==> src/logic/plse_pkg.sv <==
// Register map, field layout and timing constants of the PHY status bank
package plse_pkg;
  // Register indices as printed; byte address is four times the index
  localparam logic [5:0] IDX_STATUS = 6'h11;
  localparam logic [5:0] IDX_EXT_CTRL = 6'h14;
  localparam logic [5:0] IDX_ERR_TALLY = 6'h15;
  localparam logic [5:0] IDX_WATCH_CTRL = 6'h18;
  localparam int ADDR_W = 8;
  localparam int WORD_LSB = 2;
  // Field layout of the status register
  localparam int SPD_W = 2;
  localparam int CLEN_W = 3;
  localparam logic [1:0] SPD_1000 = 2'h2;
  localparam logic [1:0] SPD_100 = 2'h1;
  localparam logic [1:0] SPD_10 = 2'h0;
  localparam logic [1:0] STAT_GAP = 2'h0;
  // Cable length codes and their upper bounds in metres
  localparam logic [2:0] CLEN_LT50 = 3'h0;
  localparam logic [2:0] CLEN_50_80 = 3'h1;
  localparam logic [2:0] CLEN_80_110 = 3'h2;
  localparam logic [2:0] CLEN_110_140 = 3'h3;
  localparam logic [2:0] CLEN_GT140 = 3'h4;
  localparam logic [7:0] LEN_50M = 8'h32;
  localparam logic [7:0] LEN_80M = 8'h50;
  localparam logic [7:0] LEN_110M = 8'h6e;
  localparam logic [7:0] LEN_140M = 8'h8c;
  // Extended control: bit 15 read-only, bits 14:0 kept by software
  localparam int EXT_W = 15;
  localparam logic [14:0] EXT_CTRL_RST = 15'h0c60;
  localparam logic WATCH_EN_RST = 1'b1;
  // Error tally
  localparam int TALLY_W = 16;
  localparam logic [15:0] TALLY_MAX = 16'hffff;
  localparam logic [15:0] TALLY_ONE = 16'h0001;
  localparam logic [15:0] TALLY_ZERO = 16'h0000;
  // AXI responses
  localparam logic [1:0] RESP_OKAY = 2'h0;
  localparam logic [1:0] RESP_SLVERR = 2'h2;
  // Idle loss timing
  localparam int CLK_PERIOD_NS = 10;
  localparam int IDLE_LOSS_NS = 1000000;
  localparam int IDLE_LOSS_CYC = IDLE_LOSS_NS / CLK_PERIOD_NS;
  localparam int IDLE_CNT_W = 17;
endpackage

==> src/logic/plse_idle_watch.sv <==
// Idle-pattern loss timer: flags lock lost after a quiet interval
`timescale 1ns/1ps
module plse_idle_watch #(
  parameter int LOSS_CYC = plse_pkg::IDLE_LOSS_CYC
) (
  input wire logic aclk,
  input wire logic aresetn,
  input wire logic enable,
  input wire logic idle_seen,
  output logic lost_q
);
  localparam logic [plse_pkg::IDLE_CNT_W-1:0] LIMIT =
    plse_pkg::IDLE_CNT_W'(LOSS_CYC - 1);
  localparam logic [plse_pkg::IDLE_CNT_W-1:0] ZERO = '0;
  localparam logic [plse_pkg::IDLE_CNT_W-1:0] ONE = plse_pkg::IDLE_CNT_W'(1);

  logic [plse_pkg::IDLE_CNT_W-1:0] quiet_q;

  // Cycles since the last idle pattern; holds at the limit
  always_ff @(posedge aclk)
  begin
    if (!aresetn || !enable || idle_seen)
      quiet_q <= ZERO;
    else if (quiet_q != LIMIT)
      quiet_q <= quiet_q + ONE;
  end

  // Lost once the full interval passes; fresh idles restore lock
  always_ff @(posedge aclk)
  begin
    if (!aresetn || !enable || idle_seen)
      lost_q <= 1'b0;
    else if (quiet_q == LIMIT)
      lost_q <= 1'b1;
  end
endmodule // plse_idle_watch

==> src/logic/plse_regs.sv <==
// PHY link status, extended control and receive error registers
//
// Overview of operation
// - Speed field reads 10 gigabit, 01 hundred, 00 ten megabit.
// - Duplex bit reads one for full duplex, zero for half.
// - Speed, duplex, crossover, pause fields meaningful only once resolved.
// - Resolved bit set when negotiation finished or disabled, else zero.
// - Page-arrival bit latches high until status register read.
// - Link bit reads one while link up, zero while down.
// - Cable length coded 000 to 100 across five distance bands.
// - Crossover bit one when pairs A/B and C/D swapped.
// - Two bits mirror attached MAC transmit and receive pause capability.
// - Polarity bit set when any pair has wires reversed.
// - Jabber bit reads one while jabber detected.
// - No idles for 1 ms drops link and sets lock-lost bit.
// - Sixteen-bit counter counts each gigabit receive error.
// - Error counter saturates at all ones, never wraps.
// - Latching self-clearing values clear on each read of register.
//
// Register access over AXI4-Lite was left to the implementer.
`timescale 1ns/1ps
module plse_regs #(
  parameter int IDLE_LOSS_CYC = plse_pkg::IDLE_LOSS_CYC
) (
  input wire logic aclk,
  input wire logic aresetn,
  // AXI4-Lite slave
  input wire logic [plse_pkg::ADDR_W-1:0] awaddr,
  input wire logic awvalid,
  output logic awready,
  input wire logic [31:0] wdata,
  input wire logic [3:0] wstrb,
  input wire logic wvalid,
  output logic wready,
  output logic [1:0] bresp,
  output logic bvalid,
  input wire logic bready,
  input wire logic [plse_pkg::ADDR_W-1:0] araddr,
  input wire logic arvalid,
  output logic arready,
  output logic [31:0] rdata,
  output logic [1:0] rresp,
  output logic rvalid,
  input wire logic rready,
  // Line-side status from the transceiver core
  input wire logic [1:0] line_speed,
  input wire logic line_full_duplex,
  input wire logic an_enabled,
  input wire logic an_complete,
  input wire logic page_rx,
  input wire logic line_link_ok,
  input wire logic [7:0] cable_len_m,
  input wire logic pair_swap_flag,
  input wire logic host_tx_flow_halt_cap,
  input wire logic host_rx_flow_halt_cap,
  input wire logic [3:0] pair_pol_rev,
  input wire logic jabber,
  input wire logic idle_seen,
  input wire logic rx_error,
  // Results
  output logic link_up,
  output logic [plse_pkg::EXT_W-1:0] ext_ctrl
);
  localparam int RAW_W = 25;

  logic [RAW_W-1:0] meta_q;
  logic [RAW_W-1:0] sync_q;
  logic [1:0] s_speed;
  logic s_duplex;
  logic s_an_en;
  logic s_an_done;
  logic s_page;
  logic s_link;
  logic [7:0] s_len;
  logic s_xover;
  logic s_txp;
  logic s_rxp;
  logic [3:0] s_pol;
  logic s_jab;
  logic s_idle;
  logic s_err;
  logic page_d_q;
  logic err_d_q;
  logic page_ev;
  logic err_ev;
  logic page_q;
  logic lock_lost;
  logic watch_en_q;
  logic [plse_pkg::TALLY_W-1:0] tally_q;
  logic [2:0] clen_code;
  logic resolved;
  logic [15:0] status_word;
  // Write channel state
  logic aw_held_q;
  logic w_held_q;
  logic [5:0] wr_idx_q;
  logic [31:0] wr_data_q;
  logic [3:0] wr_strb_q;
  logic aw_hs;
  logic w_hs;
  logic do_wr;
  logic b_hs;
  // Read channel state
  logic ar_hs;
  logic r_hs;
  logic [5:0] rd_idx;
  logic rd_status;
  logic rd_tally;
  logic [31:0] rd_word;
  logic rd_hit;

  // Two-flop synchroniser for every line input
  always_ff @(posedge aclk)
  begin
    if (!aresetn)
    begin
      meta_q <= '0;
      sync_q <= '0;
    end
    else
    begin
      meta_q <= {line_speed, line_full_duplex, an_enabled, an_complete, page_rx,
                 line_link_ok, cable_len_m, pair_swap_flag, host_tx_flow_halt_cap,
                 host_rx_flow_halt_cap, pair_pol_rev, jabber, idle_seen, rx_error};
      sync_q <= meta_q;
    end
  end

  assign {s_speed, s_duplex, s_an_en, s_an_done, s_page, s_link, s_len, s_xover,
          s_txp, s_rxp, s_pol, s_jab, s_idle, s_err} = sync_q;

  // Edge detect on the synchronised event levels
  always_ff @(posedge aclk)
  begin
    if (!aresetn)
    begin
      page_d_q <= 1'b0;
      err_d_q <= 1'b0;
    end
    else
    begin
      page_d_q <= s_page;
      err_d_q <= s_err;
    end
  end

  assign page_ev = s_page & ~page_d_q;
  assign err_ev = s_err & ~err_d_q;

  // Handshake strobes
  assign aw_hs = awvalid & awready;
  assign w_hs = wvalid & wready;
  assign do_wr = aw_held_q & w_held_q & ~bvalid;
  assign b_hs = bvalid & bready;
  assign ar_hs = arvalid & arready;
  assign r_hs = rvalid & rready;
  assign rd_idx = araddr[plse_pkg::WORD_LSB +: 6];
  assign rd_status = ar_hs && (rd_idx == plse_pkg::IDX_STATUS);
  assign rd_tally = ar_hs && (rd_idx == plse_pkg::IDX_ERR_TALLY);

  always_ff @(posedge aclk)
  begin
    if (!aresetn)
      page_q <= 1'b0;
    else if (page_ev)
      page_q <= 1'b1;
    else if (rd_status)
      page_q <= 1'b0;
  end

  plse_idle_watch #(
    .LOSS_CYC(IDLE_LOSS_CYC)
  ) u_idle_watch (
    .aclk(aclk),
    .aresetn(aresetn),
    .enable(watch_en_q),
    .idle_seen(s_idle),
    .lost_q(lock_lost)
  );

  always_ff @(posedge aclk)
  begin
    if (!aresetn)
      link_up <= 1'b0;
    else
      link_up <= s_link & ~lock_lost;
  end

  // clear on read; a same-cycle error survives
  always_ff @(posedge aclk)
  begin
    if (!aresetn)
      tally_q <= plse_pkg::TALLY_ZERO;
    else if (rd_tally)
      tally_q <= err_ev ? plse_pkg::TALLY_ONE : plse_pkg::TALLY_ZERO;
    else if (err_ev && tally_q != plse_pkg::TALLY_MAX)
      tally_q <= tally_q + plse_pkg::TALLY_ONE;
  end

  always_comb
  begin
    if (s_len < plse_pkg::LEN_50M)
      clen_code = plse_pkg::CLEN_LT50;
    else if (s_len < plse_pkg::LEN_80M)
      clen_code = plse_pkg::CLEN_50_80;
    else if (s_len < plse_pkg::LEN_110M)
      clen_code = plse_pkg::CLEN_80_110;
    else if (s_len < plse_pkg::LEN_140M)
      clen_code = plse_pkg::CLEN_110_140;
    else
      clen_code = plse_pkg::CLEN_GT140;
  end

  // resolved when done or negotiation off
  assign resolved = s_an_done | ~s_an_en;

  // fields shown raw; software checks the resolved bit
  assign status_word = {s_speed, s_duplex, page_q, resolved, link_up, clen_code,
                        s_xover, plse_pkg::STAT_GAP, s_txp, s_rxp, |s_pol, s_jab};

  // Write address and data taken in either order
  always_ff @(posedge aclk)
  begin
    if (!aresetn)
    begin
      aw_held_q <= 1'b0;
      wr_idx_q <= '0;
    end
    else if (aw_hs)
    begin
      aw_held_q <= 1'b1;
      wr_idx_q <= awaddr[plse_pkg::WORD_LSB +: 6];
    end
    else if (do_wr)
      aw_held_q <= 1'b0;
  end

  always_ff @(posedge aclk)
  begin
    if (!aresetn)
    begin
      w_held_q <= 1'b0;
      wr_data_q <= '0;
      wr_strb_q <= '0;
    end
    else if (w_hs)
    begin
      w_held_q <= 1'b1;
      wr_data_q <= wdata;
      wr_strb_q <= wstrb;
    end
    else if (do_wr)
      w_held_q <= 1'b0;
  end

  // Ready drops on capture and returns once the response is gone
  always_ff @(posedge aclk)
  begin
    if (!aresetn)
    begin
      awready <= 1'b0;
      wready <= 1'b0;
    end
    else
    begin
      awready <= ~(aw_hs | aw_held_q | bvalid);
      wready <= ~(w_hs | w_held_q | bvalid);
    end
  end

  // unused bits stored exactly as written
  // reserved bit kept writable so it reads back
  always_ff @(posedge aclk)
  begin
    if (!aresetn)
      ext_ctrl <= plse_pkg::EXT_CTRL_RST;
    else if (do_wr && wr_idx_q == plse_pkg::IDX_EXT_CTRL)
    begin
      if (wr_strb_q[0])
        ext_ctrl[7:0] <= wr_data_q[7:0];
      if (wr_strb_q[1])
        ext_ctrl[14:8] <= wr_data_q[14:8];
    end
  end

  // Idle watch enable; off leaves the link to the raw level
  always_ff @(posedge aclk)
  begin
    if (!aresetn)
      watch_en_q <= plse_pkg::WATCH_EN_RST;
    else if (do_wr && wr_idx_q == plse_pkg::IDX_WATCH_CTRL && wr_strb_q[0])
      watch_en_q <= wr_data_q[0];
  end

  // Write response one cycle after both halves are held
  always_ff @(posedge aclk)
  begin
    if (!aresetn)
    begin
      bvalid <= 1'b0;
      bresp <= plse_pkg::RESP_OKAY;
    end
    else if (do_wr)
    begin
      bvalid <= 1'b1;
      bresp <= (wr_idx_q == plse_pkg::IDX_EXT_CTRL ||
                wr_idx_q == plse_pkg::IDX_WATCH_CTRL) ?
               plse_pkg::RESP_OKAY : plse_pkg::RESP_SLVERR;
    end
    else if (b_hs)
      bvalid <= 1'b0;
  end

  // Read mux; writes to read-only or unmapped indices answer SLVERR
  always_comb
  begin
    rd_word = '0;
    rd_hit = 1'b1;
    unique case (rd_idx)
      plse_pkg::IDX_STATUS: rd_word[15:0] = status_word;
      plse_pkg::IDX_EXT_CTRL: rd_word[15:0] = {lock_lost, ext_ctrl};
      plse_pkg::IDX_ERR_TALLY: rd_word[15:0] = tally_q;
      plse_pkg::IDX_WATCH_CTRL: rd_word[0] = watch_en_q;
      default: rd_hit = 1'b0;
    endcase
  end

  // Read data registered on the address handshake
  always_ff @(posedge aclk)
  begin
    if (!aresetn)
    begin
      rdata <= '0;
      rresp <= plse_pkg::RESP_OKAY;
    end
    else if (ar_hs)
    begin
      rdata <= rd_word;
      rresp <= rd_hit ? plse_pkg::RESP_OKAY : plse_pkg::RESP_SLVERR;
    end
  end

  // One read in flight; ready returns after the data is taken
  always_ff @(posedge aclk)
  begin
    if (!aresetn)
    begin
      arready <= 1'b0;
      rvalid <= 1'b0;
    end
    else if (ar_hs)
    begin
      arready <= 1'b0;
      rvalid <= 1'b1;
    end
    else if (r_hs)
      rvalid <= 1'b0;
    else if (!rvalid)
      arready <= 1'b1;
  end
endmodule // plse_regs

==> config.mk <==
export PLATFORM = sky130hd
export DESIGN_NAME = plse_regs
export DESIGN_NICKNAME = d
export VERILOG_FILES = /design/src/logic/plse_pkg.sv /design/src/logic/plse_idle_watch.sv /design/src/logic/plse_regs.sv
export SDC_FILE = /design/constraint.sdc
export NUM_CORES = 1
export LEC_CHECK = 0
export BUFFER_PORTS_ARGS = -buffer_cell sky130_fd_sc_hd__buf_2
export CORE_ASPECT_RATIO = 0.7
export CORE_UTILIZATION = 35
export DETAILED_ROUTE_END_ITERATION = 16
export SLEW_MARGIN = 10
export SYNTH_ARGS = -nofsm -noshare
export SYNTH_HDL_FRONTEND = slang
export SYNTH_SLANG_ARGS = --single-unit
==> constraint.sdc <==
create_clock -name aclk -period 5.05 [get_ports aclk]
set_clock_uncertainty 0.2 [all_clocks]
set_input_delay 0.2525 -clock aclk [delete_from_list [all_inputs] [get_ports aclk]]
set_output_delay 0.2525 -clock aclk [all_outputs]
set_load 0.05 [all_outputs]
* Word-level counts from Yosys, hierarchy flattened
Index checks and enable logic that the tools add are counted.
Cells by class: add/subtract/negate cells 2, multipliers 0, div/mod/pow operators 0, $lt $le $gt $ge 4, equality and inequality tests 9, shift operators 0, mux-type cells 21, bitwise operators 25, reduce and logical (&&, ||, !) cells 23
Operators by type and width (count):
- $pmux 15 s3 | 1
- $eq 6x5->1 const B | 6
- $mux 16 | 2
- $add 17x1->17 const B | 1
- $eq 17x17->1 const B | 1
- $ne 17x17->1 const B | 1
- $add 16x1->16 const B | 1
- $lt 8x7->1 const B | 2
- $ne 16x16->1 const B | 1
- $mux 3 | 4
- $reduce_bool 2->1 | 6
- $mux 1 | 11
- $and 1x1->1 | 10
- $not 1->1 | 10
- $lt 8x6->1 const B | 1
- $lt 8x8->1 const B | 1
- $reduce_or 4->1 | 2
- $logic_and 1x1->1 | 6
- $reduce_and 2->1 | 3
- $or 1x1->1 | 5
- $mux 2 | 2
- $pmux 1 s4 | 1
- $logic_or 1x1->1 | 3
- $logic_not 1->1 | 2
- $reduce_or 2->1 | 1
Storage, ports and cells: flip-flop bits (word level) 154, latch bits 0, RAM bits 0, ROM bits 0, input bits 84, output and inout bits 57, word-level logic and storage cells 109, memories kept 0

* Depth between registers and ports, before layout
depth after elaboration 6, depth in mapped cells 7, depth with buffers taken out 5

* Hierarchy
From an unflattened synthesis, not the netlist that was laid out.
Unflattened totals: cells, all modules 636, area total of the unflattened synthesis 5891.9 µm²
By module, submodules not included:
- plse_regs | times used 1, cells an instance 534, area an instance 5019.8 µm², seq. area each 2642.5 µm²
- plse_idle_watch | times used 1, cells an instance 102, area an instance 872.1 µm², seq. area each 360.3 µm²

* Least setup slack after synthesis
No wires, ideal clock.
kind register -> register, from reg u_idle_watch.quiet_q[0] in the netlist's numbering, to reg u_idle_watch.quiet_q[3] in the netlist's numbering, library setup time 0.069 ns, data arrival time 1.570 ns, required time 4.781 ns, slack 3.211 ns, stages on the path, launching flop included 8, buffers on the path 2, period minus slack after synthesis 1.839 ns, cells stage by stage dfxtp_1 ha_1 and4_1 buf_2 and2_1 buf_2 a2111o_1 o21ai_1
Between the ends: cells in the longest elaborated chain, start to end 1, elaborated cells on any way between the ends 2, those cells by class 1 x add/sub; 1 x eq/ne
Ends and longest elaborated chain:
- start, declared | line plse_idle_watch.sv:17 | logic [plse_pkg::IDLE_CNT_W-1:0] quiet_q;
- start signal, assigned | line plse_idle_watch.sv:25 | quiet_q <= quiet_q + ONE;
- $add 17x1->17 / $ne 17x17->1 (equally long branches) | line plse_idle_watch.sv:25, plse_idle_watch.sv:24
Parallel ways exist; a longest one is shown, timed or not. A chain may end at the register's enable or synchronous reset.

==> impl_metrics.tcl <==
set metrics [dict create \
    outcome "completed" \
    numCtsBuffers 17 \
    final_cell_mix "dfxtp_1, buf_2, nand2_1" \
    final_nets 873 \
    synthFlopType "dfxtp_1" \
    yosys_warnings 0 \
    cp.required_ns 5.21 \
    clockBufferDepth 2 \
    finalSetupViolCount 0 \
    avgSynthCellArea_um2 9.33 \
    post_cts_buffers 0 \
    grt_remaining_overflow 0 \
    rows 39 \
    wire_per_inst_um 14.4 \
    fillers 1632 \
    syn2layout_area_growth_pct 27.8 \
    ys_seq_area_share_pct 49.8 \
    worstSetupPathType "input pin to register" \
    ctsRootBufferMaster "clkbuf_16" \
    synth_seq_cells 150 \
    synth_area_leaders "dfxtp_1, and2_1, nand2_1" \
    io_pins 141 \
    synth-edff-count 0 \
    dieArea_um2 17800 \
    finalMaxSlewViolations 0 \
    synth.cell_area_um2 6030 \
    routed_wl_mm 14.7 \
    cp-end-kind "register" \
    relSlewSlack_pct 32.4 \
    critPathMaxFanout 69 \
    hold_violations 0 \
    drt_iter0_markers 328 \
    p_leak_nw 3.11 \
    async_flop_share_pct 0 \
    die_x_um 159 \
    synth_cells 647 \
    grt_pass1_wl_mm 24.1 \
    first_pass_iters 5 \
    ant_nets 0 \
    whs_ns 0.0257 \
    finalCritPeriodShare_pct 47.4 \
    peakVddDrop_mv 0.213 \
    ctsHtreeMaxLevel 4 \
    startpoint_type "input pin" \
    core-area_um2 16600 \
    rsz0062_at_grt "false" \
    finalSetupTns_ns 0 \
    initial_core_util_pct 36.4 \
    cp_data_arrival_time_ns 2.55 \
    antennaDiodeCount 0 \
    clk_latency_ns 0.43 \
    grt_max_degree 70 \
    clock_sinks 150 \
    clock.fmax_ghz 0.418 \
    cap_violations 0 \
    fin_crit_ns 2.39 \
    drc 0 \
    io_buffers 98 \
    synth_top_cell_by_area "dfxtp_1" \
    vias 4878 \
    die_height_um 112 \
    gp_congestion 0.795 \
    power_density_nw_per_um2 345 \
    grt_pass1_vias 4581 \
    ys_types 67 \
    hpwlAfterDp_mm 9.81 \
    path_clk_slew_ns 0.06 \
    tritoncts "yes" \
    synth_top_area_share_pct 49.8 \
    worst_pin_slew_ns 1.01 \
    antenna_found_initial 0 \
    gr-usage-all-layers_pct 17.4 \
    worstHoldPathType "input pin to register" \
    final_common_cell "dfxtp_1" \
    layout-drive-gt1-share_pct 19.0 \
    viasPerCell 4.76 \
]
metrics by stage:
stage	cells	util, %	instance area (µm²)	power [mW]	worst slack [ns]
after floorplan	664	-	6100	1.43	3.21
after global placement	936	39.7	6590	1.48	2.24
after detailed placement	936	39.7	6590	1.48	2.20
after CTS	1024	46.5	7710	2.68	2.62
after global routing	1024	46.5	7710	2.77	2.36
final	1024	46.5	7710	2.66	2.66
where the power goes:
part           leakage [nW]  internal (mW)  total [mW]  switching, mW
combinational          1.62         0.0895       0.237          0.148
sequential             1.23           1.23        1.25         0.0234
clock                 0.266          0.688        1.17          0.487
final timing paths:
path | startpoint | end | slack (ns) | cells after the start
max | aresetn | tally_q[1] | 2.66 | 6
max reg2reg | tally_q[0] | tally_q[0] | 2.71 | 5
min | araddr[5] | rdata[0] | 0.03 | 3
min reg2reg | meta_q[22] | sync_q[22] | 0.23 | 1
critical path, stage by stage:
cell and delay, ns:
buf_2 0.07, buf_4 0.44, inv_2 0.53, a31oi_1 0.92, nand2_1 0.12, mux2i_1 0.16
state kept, by name (all words and copies together) (netlist names), 2 cells and up:
signal	cells
wr_strb_q	2
wr_data_q	15
ext_ctrl	15
sync_q	24
tally_q	16
u_idle_watch.quiet_q	17
wr_idx_q	6
meta_q	24
rdata	16
routing by layer:
layer | vias up | track usage (%) | share of wire [%]
li1 | 2515 | - | -
met2 | 113 | 25.7 | 41
met4 | 0 | 6.99 | 2.3
met5 | - | 0 | 0
met3 | 27 | 4.25 | 5.2
met1 | 2223 | 24.2 | 51
cell usage after synthesis (4+ instances only):
| cell type | count |
|---|---|
| o21ai_1 | 11 |
| nor2b_1 | 5 |
| buf_2 | 7 |
| mux2i_1 | 22 |
| nand2_1 | 79 |
| o21ai_0 | 14 |
| inv_1 | 6 |
| a2111o_1 | 6 |
| a31oi_1 | 7 |
| xor2_1 | 8 |
| nand4_1 | 11 |
| nor2_1 | 33 |
| or3_1 | 7 |
| nor3_1 | 14 |
| and4_1 | 7 |
| and2_1 | 58 |
| a221oi_1 | 8 |
| nand3_1 | 25 |
| mux2_2 | 9 |
| a21oi_1 | 48 |
| and3_1 | 4 |
| nand2b_1 | 7 |
| clkbuf_1 | 23 |
| buf_4 | 22 |
| dfxtp_1 | 150 |
area by class of cell:
| type | count | area (µm²) | area share (%) |
|---|---|---|---|
| multi-input cells | 455 | 2780 | 36.1 |
| repair buffers | 156 | 1070 | 13.9 |
| inverters | 7 | 26.3 | 0.341 |
| flip-flops and latches | 150 | 3000 | 38.9 |
| clock inverters | 11 | 104 | 1.35 |
| clock buffers | 20 | 447 | 5.79 |
| well taps | 225 | 282 | 3.65 |
logic make-up (layout without fill, tap and decap cells):
group,after synthesis,after routing,share of synthesized area (%)
xor gates and xnor gates,9,9,1.31
AOI/OAI and AO/OA,120,120,12.8
buffers and inverters,59,194,5.18
DFF,150,150,49.8
muxes,34,34,5.89
and+or+nand+nor,272,272,24.6
adders and majority gates,2,2,0.415
other,1,18,0.0622
what timing repair did:
| item | 4_1_cts | 5_1_grt |
|---|---|---|
| endpoints found under the setup margin | 0 | 0 |
| endpoints found under the hold margin | 51 | 0 |
| hold buffers | 57 | 0 |
| resized for setup | 0 | 0 |
Note: power is estimated with default switching activity, not from simulation.
